--- src/lbx_consts.vh ---
// constants for the literal and bit operation execute block
`ifndef LBX_CONSTS_VH
`define LBX_CONSTS_VH
// ==========================================================================
// opcode fields of the 14-bit instruction word
`define LBX_OPW        14
`define LBX_ADDR_LSB   0
`define LBX_ADDR_W     7
`define LBX_DEST_POS   7
`define LBX_BIT_LSB    7
`define LBX_BIT_W      3
`define LBX_LIT_W      8
// ==========================================================================
// opcode patterns
`define LBX_ADDREG_HI  6'h07
`define LBX_ANDREG_HI  6'h05
`define LBX_BITOP_HI   2'h1
`define LBX_BCF_SUB    2'h0
`define LBX_BSF_SUB    2'h1
`define LBX_BTC_SUB    2'h2
`define LBX_BTS_SUB    2'h3
`define LBX_ADDLIT_HI  5'h1f
`define LBX_ANDLIT_HI  6'h39
`define LBX_WDCLR_OP   14'h0064
`define LBX_NOP_OP     14'h0000
// ==========================================================================
// reset values
`define LBX_W_RST      8'h00
`define LBX_FLAG_RST   1'h0
`define LBX_STAT_RST   1'h1
`define LBX_WDT_ZERO   8'h00
`endif

--- src/lbx_alu.v ---
// adder and logic unit for the execute block
`timescale 1ns/1ps
module lbx_alu (
	input  wire [7:0] opA,
	input  wire [7:0] opB,
	input  wire       doAnd,
	output wire [7:0] result,
	output wire       carryOut,
	output wire       nibbleCarry,
	output wire       zeroOut
);
	wire [8:0] sum;
	wire [4:0] low;
	assign sum         = {1'b0, opA} + {1'b0, opB};
	assign low         = {1'b0, opA[3:0]} + {1'b0, opB[3:0]};
	assign result      = doAnd ? (opA & opB) : sum[7:0];
	assign carryOut    = sum[8];          // RULE14
	assign nibbleCarry = low[4];          // RULE14
	assign zeroOut     = (result == 8'h00); // RULE14
endmodule

--- src/lbx_execute.v ---
// execute stage for add, and, bit and watchdog clear operations
//
// What this block does
// RULE1 - add_immediate_op adds literal to working register, result to W, flags C DC Z.
// RULE2 - add_register_op adds W and file register at 7-bit address, flags C DC Z.
// RULE3 - register ops: destination bit 0 writes W, 1 writes file register.
// RULE4 - and_immediate_op ANDs literal with W into W, only zero flag changes.
// RULE5 - and_register_op ANDs W with file register, only zero flag, chosen destination.
// RULE6 - bit_clear_op clears the indexed bit of the file register, flags unchanged.
// RULE7 - bit_set_op sets the indexed bit of the file register, flags unchanged.
// RULE8 - skip_if_bit_clear_op on a zero bit discards next, runs a no-op instead.
// RULE9 - skip_if_bit_set_op on a one bit discards next, runs a no-op instead.
// RULE10 - watchdog_clear_op zeroes watchdog counter and its prescaler.
// RULE11 - watchdog_clear_op sets expired and power-down flags (active low) to one.
// RULE12 - a true conditional test takes two cycles, second is a no-op.
// RULE13 - read-modify-write of a port register reads pin levels, not latch.
// RULE14 - carry from bit 7, nibble carry from bit 3, zero when result zero.
//
// Chosen here: the address map and the plain strobed port.
`timescale 1ns/1ps
`include "lbx_consts.vh"
module lbx_execute (
	input  wire        mclk,
	input  wire        sys_rst,
	input  wire        instrValid,
	input  wire [13:0] instr,
	input  wire [7:0]  fileRdata,
	input  wire        fileIsPort,
	input  wire [7:0]  portPins,
	output reg  [6:0]  fileAddr,
	output reg  [7:0]  fileWdata,
	output reg         fileWe,
	output reg  [7:0]  wReg,
	output reg         carryFlag,
	output reg         nibbleCarryFlag,
	output reg         zeroFlag,
	output reg         watchdogExpiredFlagN,
	output reg         powerDownFlagN,
	output reg         watchdogClear,
	output reg         skipActive,
	output reg         flushFetch
);
	// ======================================================================
	// pin synchroniser: pins come from outside the clock domain
	reg  [7:0] pinMeta;
	reg  [7:0] pinSync;
	always @(posedge mclk or posedge sys_rst) begin
		if (sys_rst) begin
			pinMeta <= 8'h00;
			pinSync <= 8'h00;
		end else begin
			pinMeta <= portPins;
			pinSync <= pinMeta;
		end
	end
	// ======================================================================
	// decode
	wire [6:0] addr;
	wire       dest;
	wire [2:0] bitSel;
	wire [7:0] lit;
	wire       isAddReg;
	wire       isAndReg;
	wire       isBitOp;
	wire [1:0] bitSub;
	wire       isAddLit;
	wire       isAndLit;
	wire       isWdClr;
	wire [7:0] operand;
	wire       selBit;
	wire [7:0] bitMask;
	assign addr     = instr[`LBX_ADDR_LSB +: `LBX_ADDR_W];
	assign dest     = instr[`LBX_DEST_POS];
	assign bitSel   = instr[`LBX_BIT_LSB +: `LBX_BIT_W];
	assign lit      = instr[`LBX_LIT_W-1:0];
	assign isAddReg = (instr[13:8] == `LBX_ADDREG_HI);
	assign isAndReg = (instr[13:8] == `LBX_ANDREG_HI);
	assign isBitOp  = (instr[13:12] == `LBX_BITOP_HI);
	assign bitSub   = instr[11:10];
	assign isAddLit = (instr[13:9] == `LBX_ADDLIT_HI);
	assign isAndLit = (instr[13:8] == `LBX_ANDLIT_HI);
	assign isWdClr  = (instr == `LBX_WDCLR_OP);
	// port reads take the synchronised pin levels
	assign operand  = fileIsPort ? pinSync : fileRdata; // RULE13
	assign selBit   = operand[bitSel];
	assign bitMask  = 8'h01 << bitSel;
	// ======================================================================
	// arithmetic
	wire       useLit;
	wire       doAnd;
	wire [7:0] aluOut;
	wire       aluC;
	wire       aluDc;
	wire       aluZ;
	assign useLit = isAddLit | isAndLit;
	assign doAnd  = isAndLit | isAndReg;
	lbx_alu uAlu (
		.opA        (wReg),
		.opB        (useLit ? lit : operand),
		.doAnd      (doAnd),
		.result     (aluOut),
		.carryOut   (aluC),
		.nibbleCarry(aluDc),
		.zeroOut    (aluZ)
	);
	// ======================================================================
	// execute; an instruction arriving during a skip slot runs as a no-op
	wire live;
	wire skipTrue;
	assign live     = instrValid & ~skipActive;
	assign skipTrue = isBitOp & ((bitSub == `LBX_BTC_SUB & ~selBit) | // RULE8
	                  (bitSub == `LBX_BTS_SUB & selBit)); // RULE9
	always @(posedge mclk or posedge sys_rst) begin
		if (sys_rst) begin
			fileAddr             <= 7'h00;
			fileWdata            <= 8'h00;
			fileWe               <= 1'b0;
			wReg                 <= `LBX_W_RST;
			carryFlag            <= `LBX_FLAG_RST;
			nibbleCarryFlag      <= `LBX_FLAG_RST;
			zeroFlag             <= `LBX_FLAG_RST;
			watchdogExpiredFlagN <= `LBX_STAT_RST;
			powerDownFlagN       <= `LBX_STAT_RST;
			watchdogClear        <= 1'b0;
			skipActive           <= 1'b0;
			flushFetch           <= 1'b0;
		end else begin
			fileWe        <= 1'b0;
			watchdogClear <= 1'b0;
			flushFetch    <= 1'b0;
			// the skip slot lasts exactly one cycle, the second of the test
			skipActive    <= live & skipTrue; // RULE12
			if (live) begin
				fileAddr <= addr;
				if (skipTrue) begin
					flushFetch <= 1'b1; // RULE8 RULE9
				end
				if (isAddLit) begin
					wReg            <= aluOut; // RULE1
					carryFlag       <= aluC;
					nibbleCarryFlag <= aluDc;
					zeroFlag        <= aluZ;
				end
				if (isAndLit) begin
					wReg     <= aluOut; // RULE4
					zeroFlag <= aluZ;
				end
				if (isAddReg | isAndReg) begin
					if (dest) begin
						fileWdata <= aluOut; // RULE3
						fileWe    <= 1'b1;
					end else begin
						wReg <= aluOut; // RULE3
					end
					zeroFlag <= aluZ; // RULE5
					if (isAddReg) begin
						carryFlag       <= aluC; // RULE2
						nibbleCarryFlag <= aluDc;
					end
				end
				if (isBitOp & bitSub == `LBX_BCF_SUB) begin
					fileWdata <= operand & ~bitMask; // RULE6
					fileWe    <= 1'b1;
				end
				if (isBitOp & bitSub == `LBX_BSF_SUB) begin
					fileWdata <= operand | bitMask; // RULE7
					fileWe    <= 1'b1;
				end
				if (isWdClr) begin
					watchdogClear        <= 1'b1; // RULE10
					watchdogExpiredFlagN <= 1'b1; // RULE11
					powerDownFlagN       <= 1'b1; // RULE11
				end
			end
		end
	end
endmodule

--- config.mk ---
export PLATFORM = sky130hd
export DESIGN_NAME = lbx_execute
export DESIGN_NICKNAME = d
export VERILOG_FILES = /design/src/lbx_alu.v /design/src/lbx_execute.v
export VERILOG_INCLUDE_DIRS = /design/src
export SDC_FILE = /design/constraint.sdc
export NUM_CORES = 1
export LEC_CHECK = 0
export BUFFER_PORTS_ARGS = -buffer_cell sky130_fd_sc_hd__buf_2
export CORE_MARGIN = 2
export CORE_UTILIZATION = 35
export DETAILED_ROUTE_END_ITERATION = 12
export PLACE_DENSITY = 0.65
export SYNTH_ARGS = -nofsm -noshare
export SYNTH_HDL_FRONTEND = slang
export SYNTH_SLANG_ARGS = --single-unit
--- constraint.sdc ---
create_clock -name mclk -period 7.2 [get_ports mclk]
set_input_delay 0.72 -clock mclk [delete_from_list [all_inputs] [get_ports mclk]]
set_output_delay 0.72 -clock mclk [all_outputs]
set_load 0.01 [all_outputs]
==> results of run 1 <==
==> through the flow <==
step	std cells	instance area [um^2]	hold slack, ps	utilization
2_1_floorplan	244	2520	331	-
3_5_place_dp	390	2900	338	0.422
4_1_cts	398	2990	359	0.435
6_report	398	2990	356	0.435
5_1_grt	398	2990	371	0.435
3_3_place_gp	390	2900	332	0.422
==> critical path: stages <==
cell and delay (ps):
buf_2 210, or3b_1 410, a21oi_1 760, mux2_2 300
ha_1 210, inv_1 70, fa_1 400, nand2b_1 190
a211oi_1 270, o21ai_0 170, a31oi_1 310, nand2_1 120
o41ai_2 350
==> cell families after synthesis <==
| group | share of synthesized area |
|---|---|
| compound gates | 0.124 |
| xor+xnor | 0.0174 |
| fa+ha+maj | 0.0476 |
| buf+inv | 0.0437 |
| flops | 0.447 |
| mux | 0.183 |
| other cells | 0.00149 |
| simple gates | 0.136 |
==> sequential cells by signal, indices dropped and copies added, names as in the netlist, 7 cells and up <==
signal     flops
fileWdata      8
pinMeta        8
pinSync        8
wReg           8
fileAddr       7
==> power groups by stage <==
stage	clock (mW)	combinational, mW	sequential (mW)
after floorplan	0	0.272	0.373
after global placement	0	0.430	0.360
after detailed placement	0	0.428	0.359
after CTS	0.165	0.431	0.355
after global routing	0.177	0.489	0.364
final	0.158	0.429	0.354
==> cells in the mapped netlist, types with 4 or more instances <==
cell type	n
a21oi_1	25
nor3b_1	4
inv_1	9
buf_2	4
dfrtp_1	45
mux2_2	28
ha_1	8
clkbuf_1	5
mux2i_1	10
o21ai_0	10
nand2_1	15
o211ai_1	4
nor2_1	29
==> routing by layer <==
layer,vias up,part of all wire
met4,0,0.0073
met2,64,0.46
met3,5,0.063
met1,957,0.47
met5,-,0
li1,977,-
==> final timing paths <==
| path | startpoint | endpoint | slack, ps | cells after the start |
|---|---|---|---|---|
| max in group asynchronous | sys_rst | fileWdata[6]$_DFFE_PP0P_ | 6270 | 3 |
| worst min-delay path | pinMeta[1]$_DFF_PP0_ | pinSync[1]$_DFF_PP0_ | 360 | 0 |
| worst max register to register | pinSync[0]$_DFF_PP0_ | zeroFlag$_DFFE_PP0P_ | 4330 | 11 |
| min in group asynchronous | sys_rst | pinMeta[6]$_DFF_PP0_ | 550 | 3 |
| worst min register to register | pinMeta[1]$_DFF_PP0_ | pinSync[1]$_DFF_PP0_ | 360 | 0 |
| worst max-delay path | instr[8] | zeroFlag$_DFFE_PP0P_ | 2900 | 13 |
==> layout make-up <==
class                      instances  area share
clock buffer                       5      0.0230
clock inverter                     3     0.00712
inverter                           9      0.0113
multi-input combinational        176       0.433
sequential                        45       0.377
tap                               96      0.0402
timing repair buffer              64       0.108
==> flow_summary.json, run 1 <==
{
  "status": "finished clean",
  "mostFrequentLayoutCell": "buf_2",
  "cts_made_buffers": 5,
  "min-delay-path-class": "register to register",
  "grt.overflow.total": 0,
  "use_met2": 0.271,
  "wl_per_cell_um": 15.2,
  "swShare": 0.397,
  "power_frac_comb": 0.456,
  "grtUsageTotal": 0.168,
  "cts.sinks": 45,
  "cts-htree-levels": 2,
  "drtIter0Drc": 72,
  "rows": 30,
  "ctsHoldBuffers": 0,
  "power.switching_mw": 0.373,
  "routed_wl_um": 6060,
  "yosys-top-cells-area": "dfrtp_1 45%, mux2_2 13%, a21oi_1 5.0%, nor2_1 4.3%, ha_1 4.0%",
  "rsz0062_at_grt": "no",
  "power_mw": 0.941,
  "grt_max_degree": 46,
  "finalCritPeriodShare": 0.597,
  "leakage_nw": 1.37,
  "place.gp.congestion": 0.883,
  "path_clk_slew_ps": 90,
  "cp-end-kind": "register",
  "async_flop_share": 1.00,
  "die-area_um2": 7900,
  "synth_top_area_cell": "dfrtp_1",
  "p_per_area_nw_per_um2": 315,
  "period_minus_slack_ps": 4300,
  "sequentialPowerShare": 0.376,
  "setup_viol": 0,
  "critPathRequiredTime_ps": 7400,
  "yosys_most_used_dff": "dfrtp_1",
  "ios": 66,
  "n_fill_cell": 694,
  "skew_ps": 6.59,
  "ir_drop_uv": 131,
  "start_util": 0.367,
  "crit_fanout": 13,
  "diodes": 0,
  "nets": 344,
  "die_w_um": 88.9,
  "drc": 0,
  "vias_per_cell": 5.03,
  "yosysUniqueCellTypes": 44,
  "clkPwrFrac": 0.168,
  "synth_area_um2": 2520,
  "clockRootBuffer": "clkbuf_8",
  "timing.final.hold_violations": 0,
  "crit_type": "input port to register",
  "arrival_ps": 4500,
  "synthCells": 243,
  "portBuffers": 63,
  "fin_ws_ps": 2900,
  "regArea_um2": 1130,
  "cts.repair.resized": 0,
  "multi_input_area_um2": 1290,
  "timing.final.max_slew_violations": 0,
  "antenna_found_initial": 0,
  "worst_slew_pin_slew_ps": 1030,
  "max_freq_mhz": 232,
  "grt_pass1_wl_um": 10000,
  "synth_edf_count": 0,
  "hpwlAfterDp_um": 4680,
  "vias": 2003,
  "clock_latency_ps": 300,
  "cts_tree": "built",
  "use_met1": 0.236,
  "syn_to_final_growth_pct": 18.5,
  "die_y_um": 88.9,
  "ant_nets": 0,
  "cts_buffer_depth": 2,
  "grt_pass1_vias": 1977,
  "top_usage_layer": "met2",
  "postCtsSetupBuffers": 0,
  "internal_power_mw": 0.567,
  "ys_warn_count": 0,
  "coreArea_um2": 6870,
  "maxSlewHeadroom": 0.310,
  "postSynthAreaPerCell_um2": 10.4,
  "final_cell_mix": "63 x buf_2, 45 x dfrtp_1, 29 x nor2_1",
  "dr.pass1.iters": 4,
  "ys_ff_latch": 45,
  "maxCapViolCount": 0,
  "grt_use_met3": 0.0299,
  "startpoint_type": "input port",
  "dp_slack_ps": 2610,
  "synth_top_area_frac": 0.447,
  "tns_ps": 0,
  "synth-seq-area-share": 0.447,
  "drive_above_1_share": 0.361
}
No activity file was read; power rests on OpenSTA's default activity.
==> run 2, diff against run 1 <==
- PLACE_DENSITY: 0.65 -> 0.67
- clock period: 7.2 -> 3.63 ns (I/O delays scaled with it)
==> flow_summary.json, run 2 (synthesized netlist as in run 1, its figures left out) <==
{
  "cts_made_buffers": 5,
  "sequentialPowerShare": 0.359,
  "ios": 66,
  "cts-htree-levels": 2,
  "mostFrequentLayoutCell": "buf_2",
  "ctsHoldBuffers": 0,
  "die_y_um": 88.9,
  "min-delay-path-class": "input port to register",
  "diodes": 0,
  "power_frac_comb": 0.471,
  "clkPwrFrac": 0.170,
  "setup_viol": 0,
  "timing.rr.start": "pinSync[0]$_DFF_PP0_",
  "grt_pass1_vias": 2019,
  "rsz0062_at_grt": "no",
  "cts.sinks": 45,
  "critPathRequiredTime_ps": 3870,
  "maxCapViolCount": 0,
  "status": "finished clean",
  "nets": 353,
  "cp-end-kind": "register",
  "leakage_nw": 1.42,
  "postCtsSetupBuffers": 0,
  "r2r_slack_ps": 850,
  "regArea_um2": 1130,
  "rows": 30,
  "grt_max_degree": 46,
  "min_to": "pinMeta[7]$_DFF_PP0_",
  "portBuffers": 63,
  "cp_top_family": "compound AO/OA/AOI/OAI gates",
  "final_cell_mix": "63 x buf_2, 45 x dfrtp_1, 29 x nor2_1",
  "swShare": 0.395,
  "skew_ps": 7.04,
  "wl_per_cell_um": 15.3,
  "clockRootBuffer": "clkbuf_8",
  "coreArea_um2": 6870,
  "tns_ps": 0,
  "startpoint_type": "input port",
  "cts.repair.resized": 0,
  "start_util": 0.367,
  "timing.final.max_slew_violations": 0,
  "dr.pass1.iters": 6,
  "grt.overflow.total": 0,
  "drtIter0Drc": 81,
  "hpwlAfterDp_um": 4860,
  "arrival_ps": 3460,
  "antenna_found_initial": 0,
  "syn_to_final_growth_pct": 21.1,
  "grt_pass1_wl_um": 10200,
  "die_w_um": 88.9,
  "cts_buffer_depth": 2,
  "vias_per_cell": 5.01,
  "crit_type": "input port to register",
  "cts_tree": "built",
  "crit_buf_inv": 3,
  "max_freq_mhz": 311,
  "cp_slowest_cell": "or3b_1",
  "reg2reg_depth": 11,
  "place.gp.congestion": 0.856,
  "drive_above_1_share": 0.376,
  "path_clk_slew_ps": 90,
  "routed_wl_um": 6240,
  "slowest_delay_ps": 420,
  "r2r_end": "zeroFlag$_DFFE_PP0P_",
  "multi_input_area_um2": 1290,
  "finalCritPeriodShare": 0.887,
  "worst_slew_pin_slew_ps": 745,
  "ant_nets": 0,
  "grtUsageTotal": 0.172,
  "internal_power_mw": 1.17,
  "n_fill_cell": 691,
  "crit_fanout": 12,
  "dp_slack_ps": 138,
  "hold_depth": 1,
  "power.switching_mw": 0.768,
  "die-area_um2": 7900,
  "fin_ws_ps": 411,
  "vias": 2038,
  "drc": 0,
  "p_per_area_nw_per_um2": 636,
  "timing.final.hold_violations": 0,
  "maxSlewHeadroom": 0.503,
  "period_minus_slack_ps": 3220,
  "min-delay-start": "portPins[7]",
  "clock_latency_ps": 300,
  "cp_cell_sequence": "buf_2, or3b_1, a21oi_1, buf_4, mux2_2, ha_1, a211oi_1, buf_4, nor3_1, o211ai_1, o211ai_1, mux2_2, a21oi_1",
  "ir_drop_uv": 289
}
[run 2: cell count changes in the layout (fill, tap and decap cells not counted), sizes merged]
cell / delta
inv: +2
clkinv: -1
buf: +9
clkinvlp: -1
[run 2: final cells by class]
cell class              instances  share of cell area
inverters                       9              0.0111
clock buffers                   5              0.0225
well taps                      96              0.0393
flip-flops and latches         45               0.369
multi-input cells             176               0.422
clock inverters                 3             0.00860
repair buffers                 73               0.128
[run 2: worst reg2reg max path, cell delays in order (launching register included)]
cell and delay (ps):
dfrtp_1 370, mux2_2 290, mux2_2 290, ha_1 200, inv_1 80, fa_1 210, nand2b_1 140, a211oi_1 90
or3_1 360, a31oi_1 220, nand2_1 100, o41ai_2 350
[run 2: worst max-delay path by stage]
stage / start / endpoint / cells after the start / slack (ps)
after floorplan: instr[9] / zeroFlag$_DFFE_PP0P_ / 13 / 420
after global placement: instr[9] / zeroFlag$_DFFE_PP0P_ / 12 / 160
after detailed placement: instr[9] / fileWdata[7]$_DFFE_PP0P_ / 13 / 140
after CTS: instr[9] / fileWdata[7]$_DFFE_PP0P_ / 13 / 430
after global routing: instr[9] / fileWdata[7]$_DFFE_PP0P_ / 13 / 160
final: instr[9] / fileWdata[7]$_DFFE_PP0P_ / 13 / 410
[run 2: power groups by stage]
stage	Clock (mW)	Sequential (mW)	Combinational (mW)
floorplan	0	0.740	0.540
global placement	0	0.707	0.920
detailed placement	0	0.707	0.912
CTS	0.346	0.700	0.921
global route	0.369	0.713	1.03
finish	0.330	0.698	0.914
[run 2: through the flow]
step	hold WS, ps	instance area, um^2	cells	util	total power [mW]
4_1_cts	149	3050	407	0.445	1.97
3_5_place_dp	335	2960	399	0.431	1.62
6_report	160	3050	407	0.445	1.94
3_3_place_gp	332	2960	399	0.431	1.63
2_1_floorplan	331	2520	244	-	1.28
5_1_grt	133	3050	407	0.445	2.11
[run 2: per-layer routing]
layer | vias up | GRT usage | share of wire | wire [um]
li1 | 997 | - | - | -
met1 | 980 | 0.236 | 0.47 | 2950
met2 | 56 | 0.277 | 0.47 | 2920
met3 | 5 | 0.0382 | 0.053 | 329
met4 | 0 | 0.0413 | 0.0075 | 47
met5 | - | 0 | 0 | 0
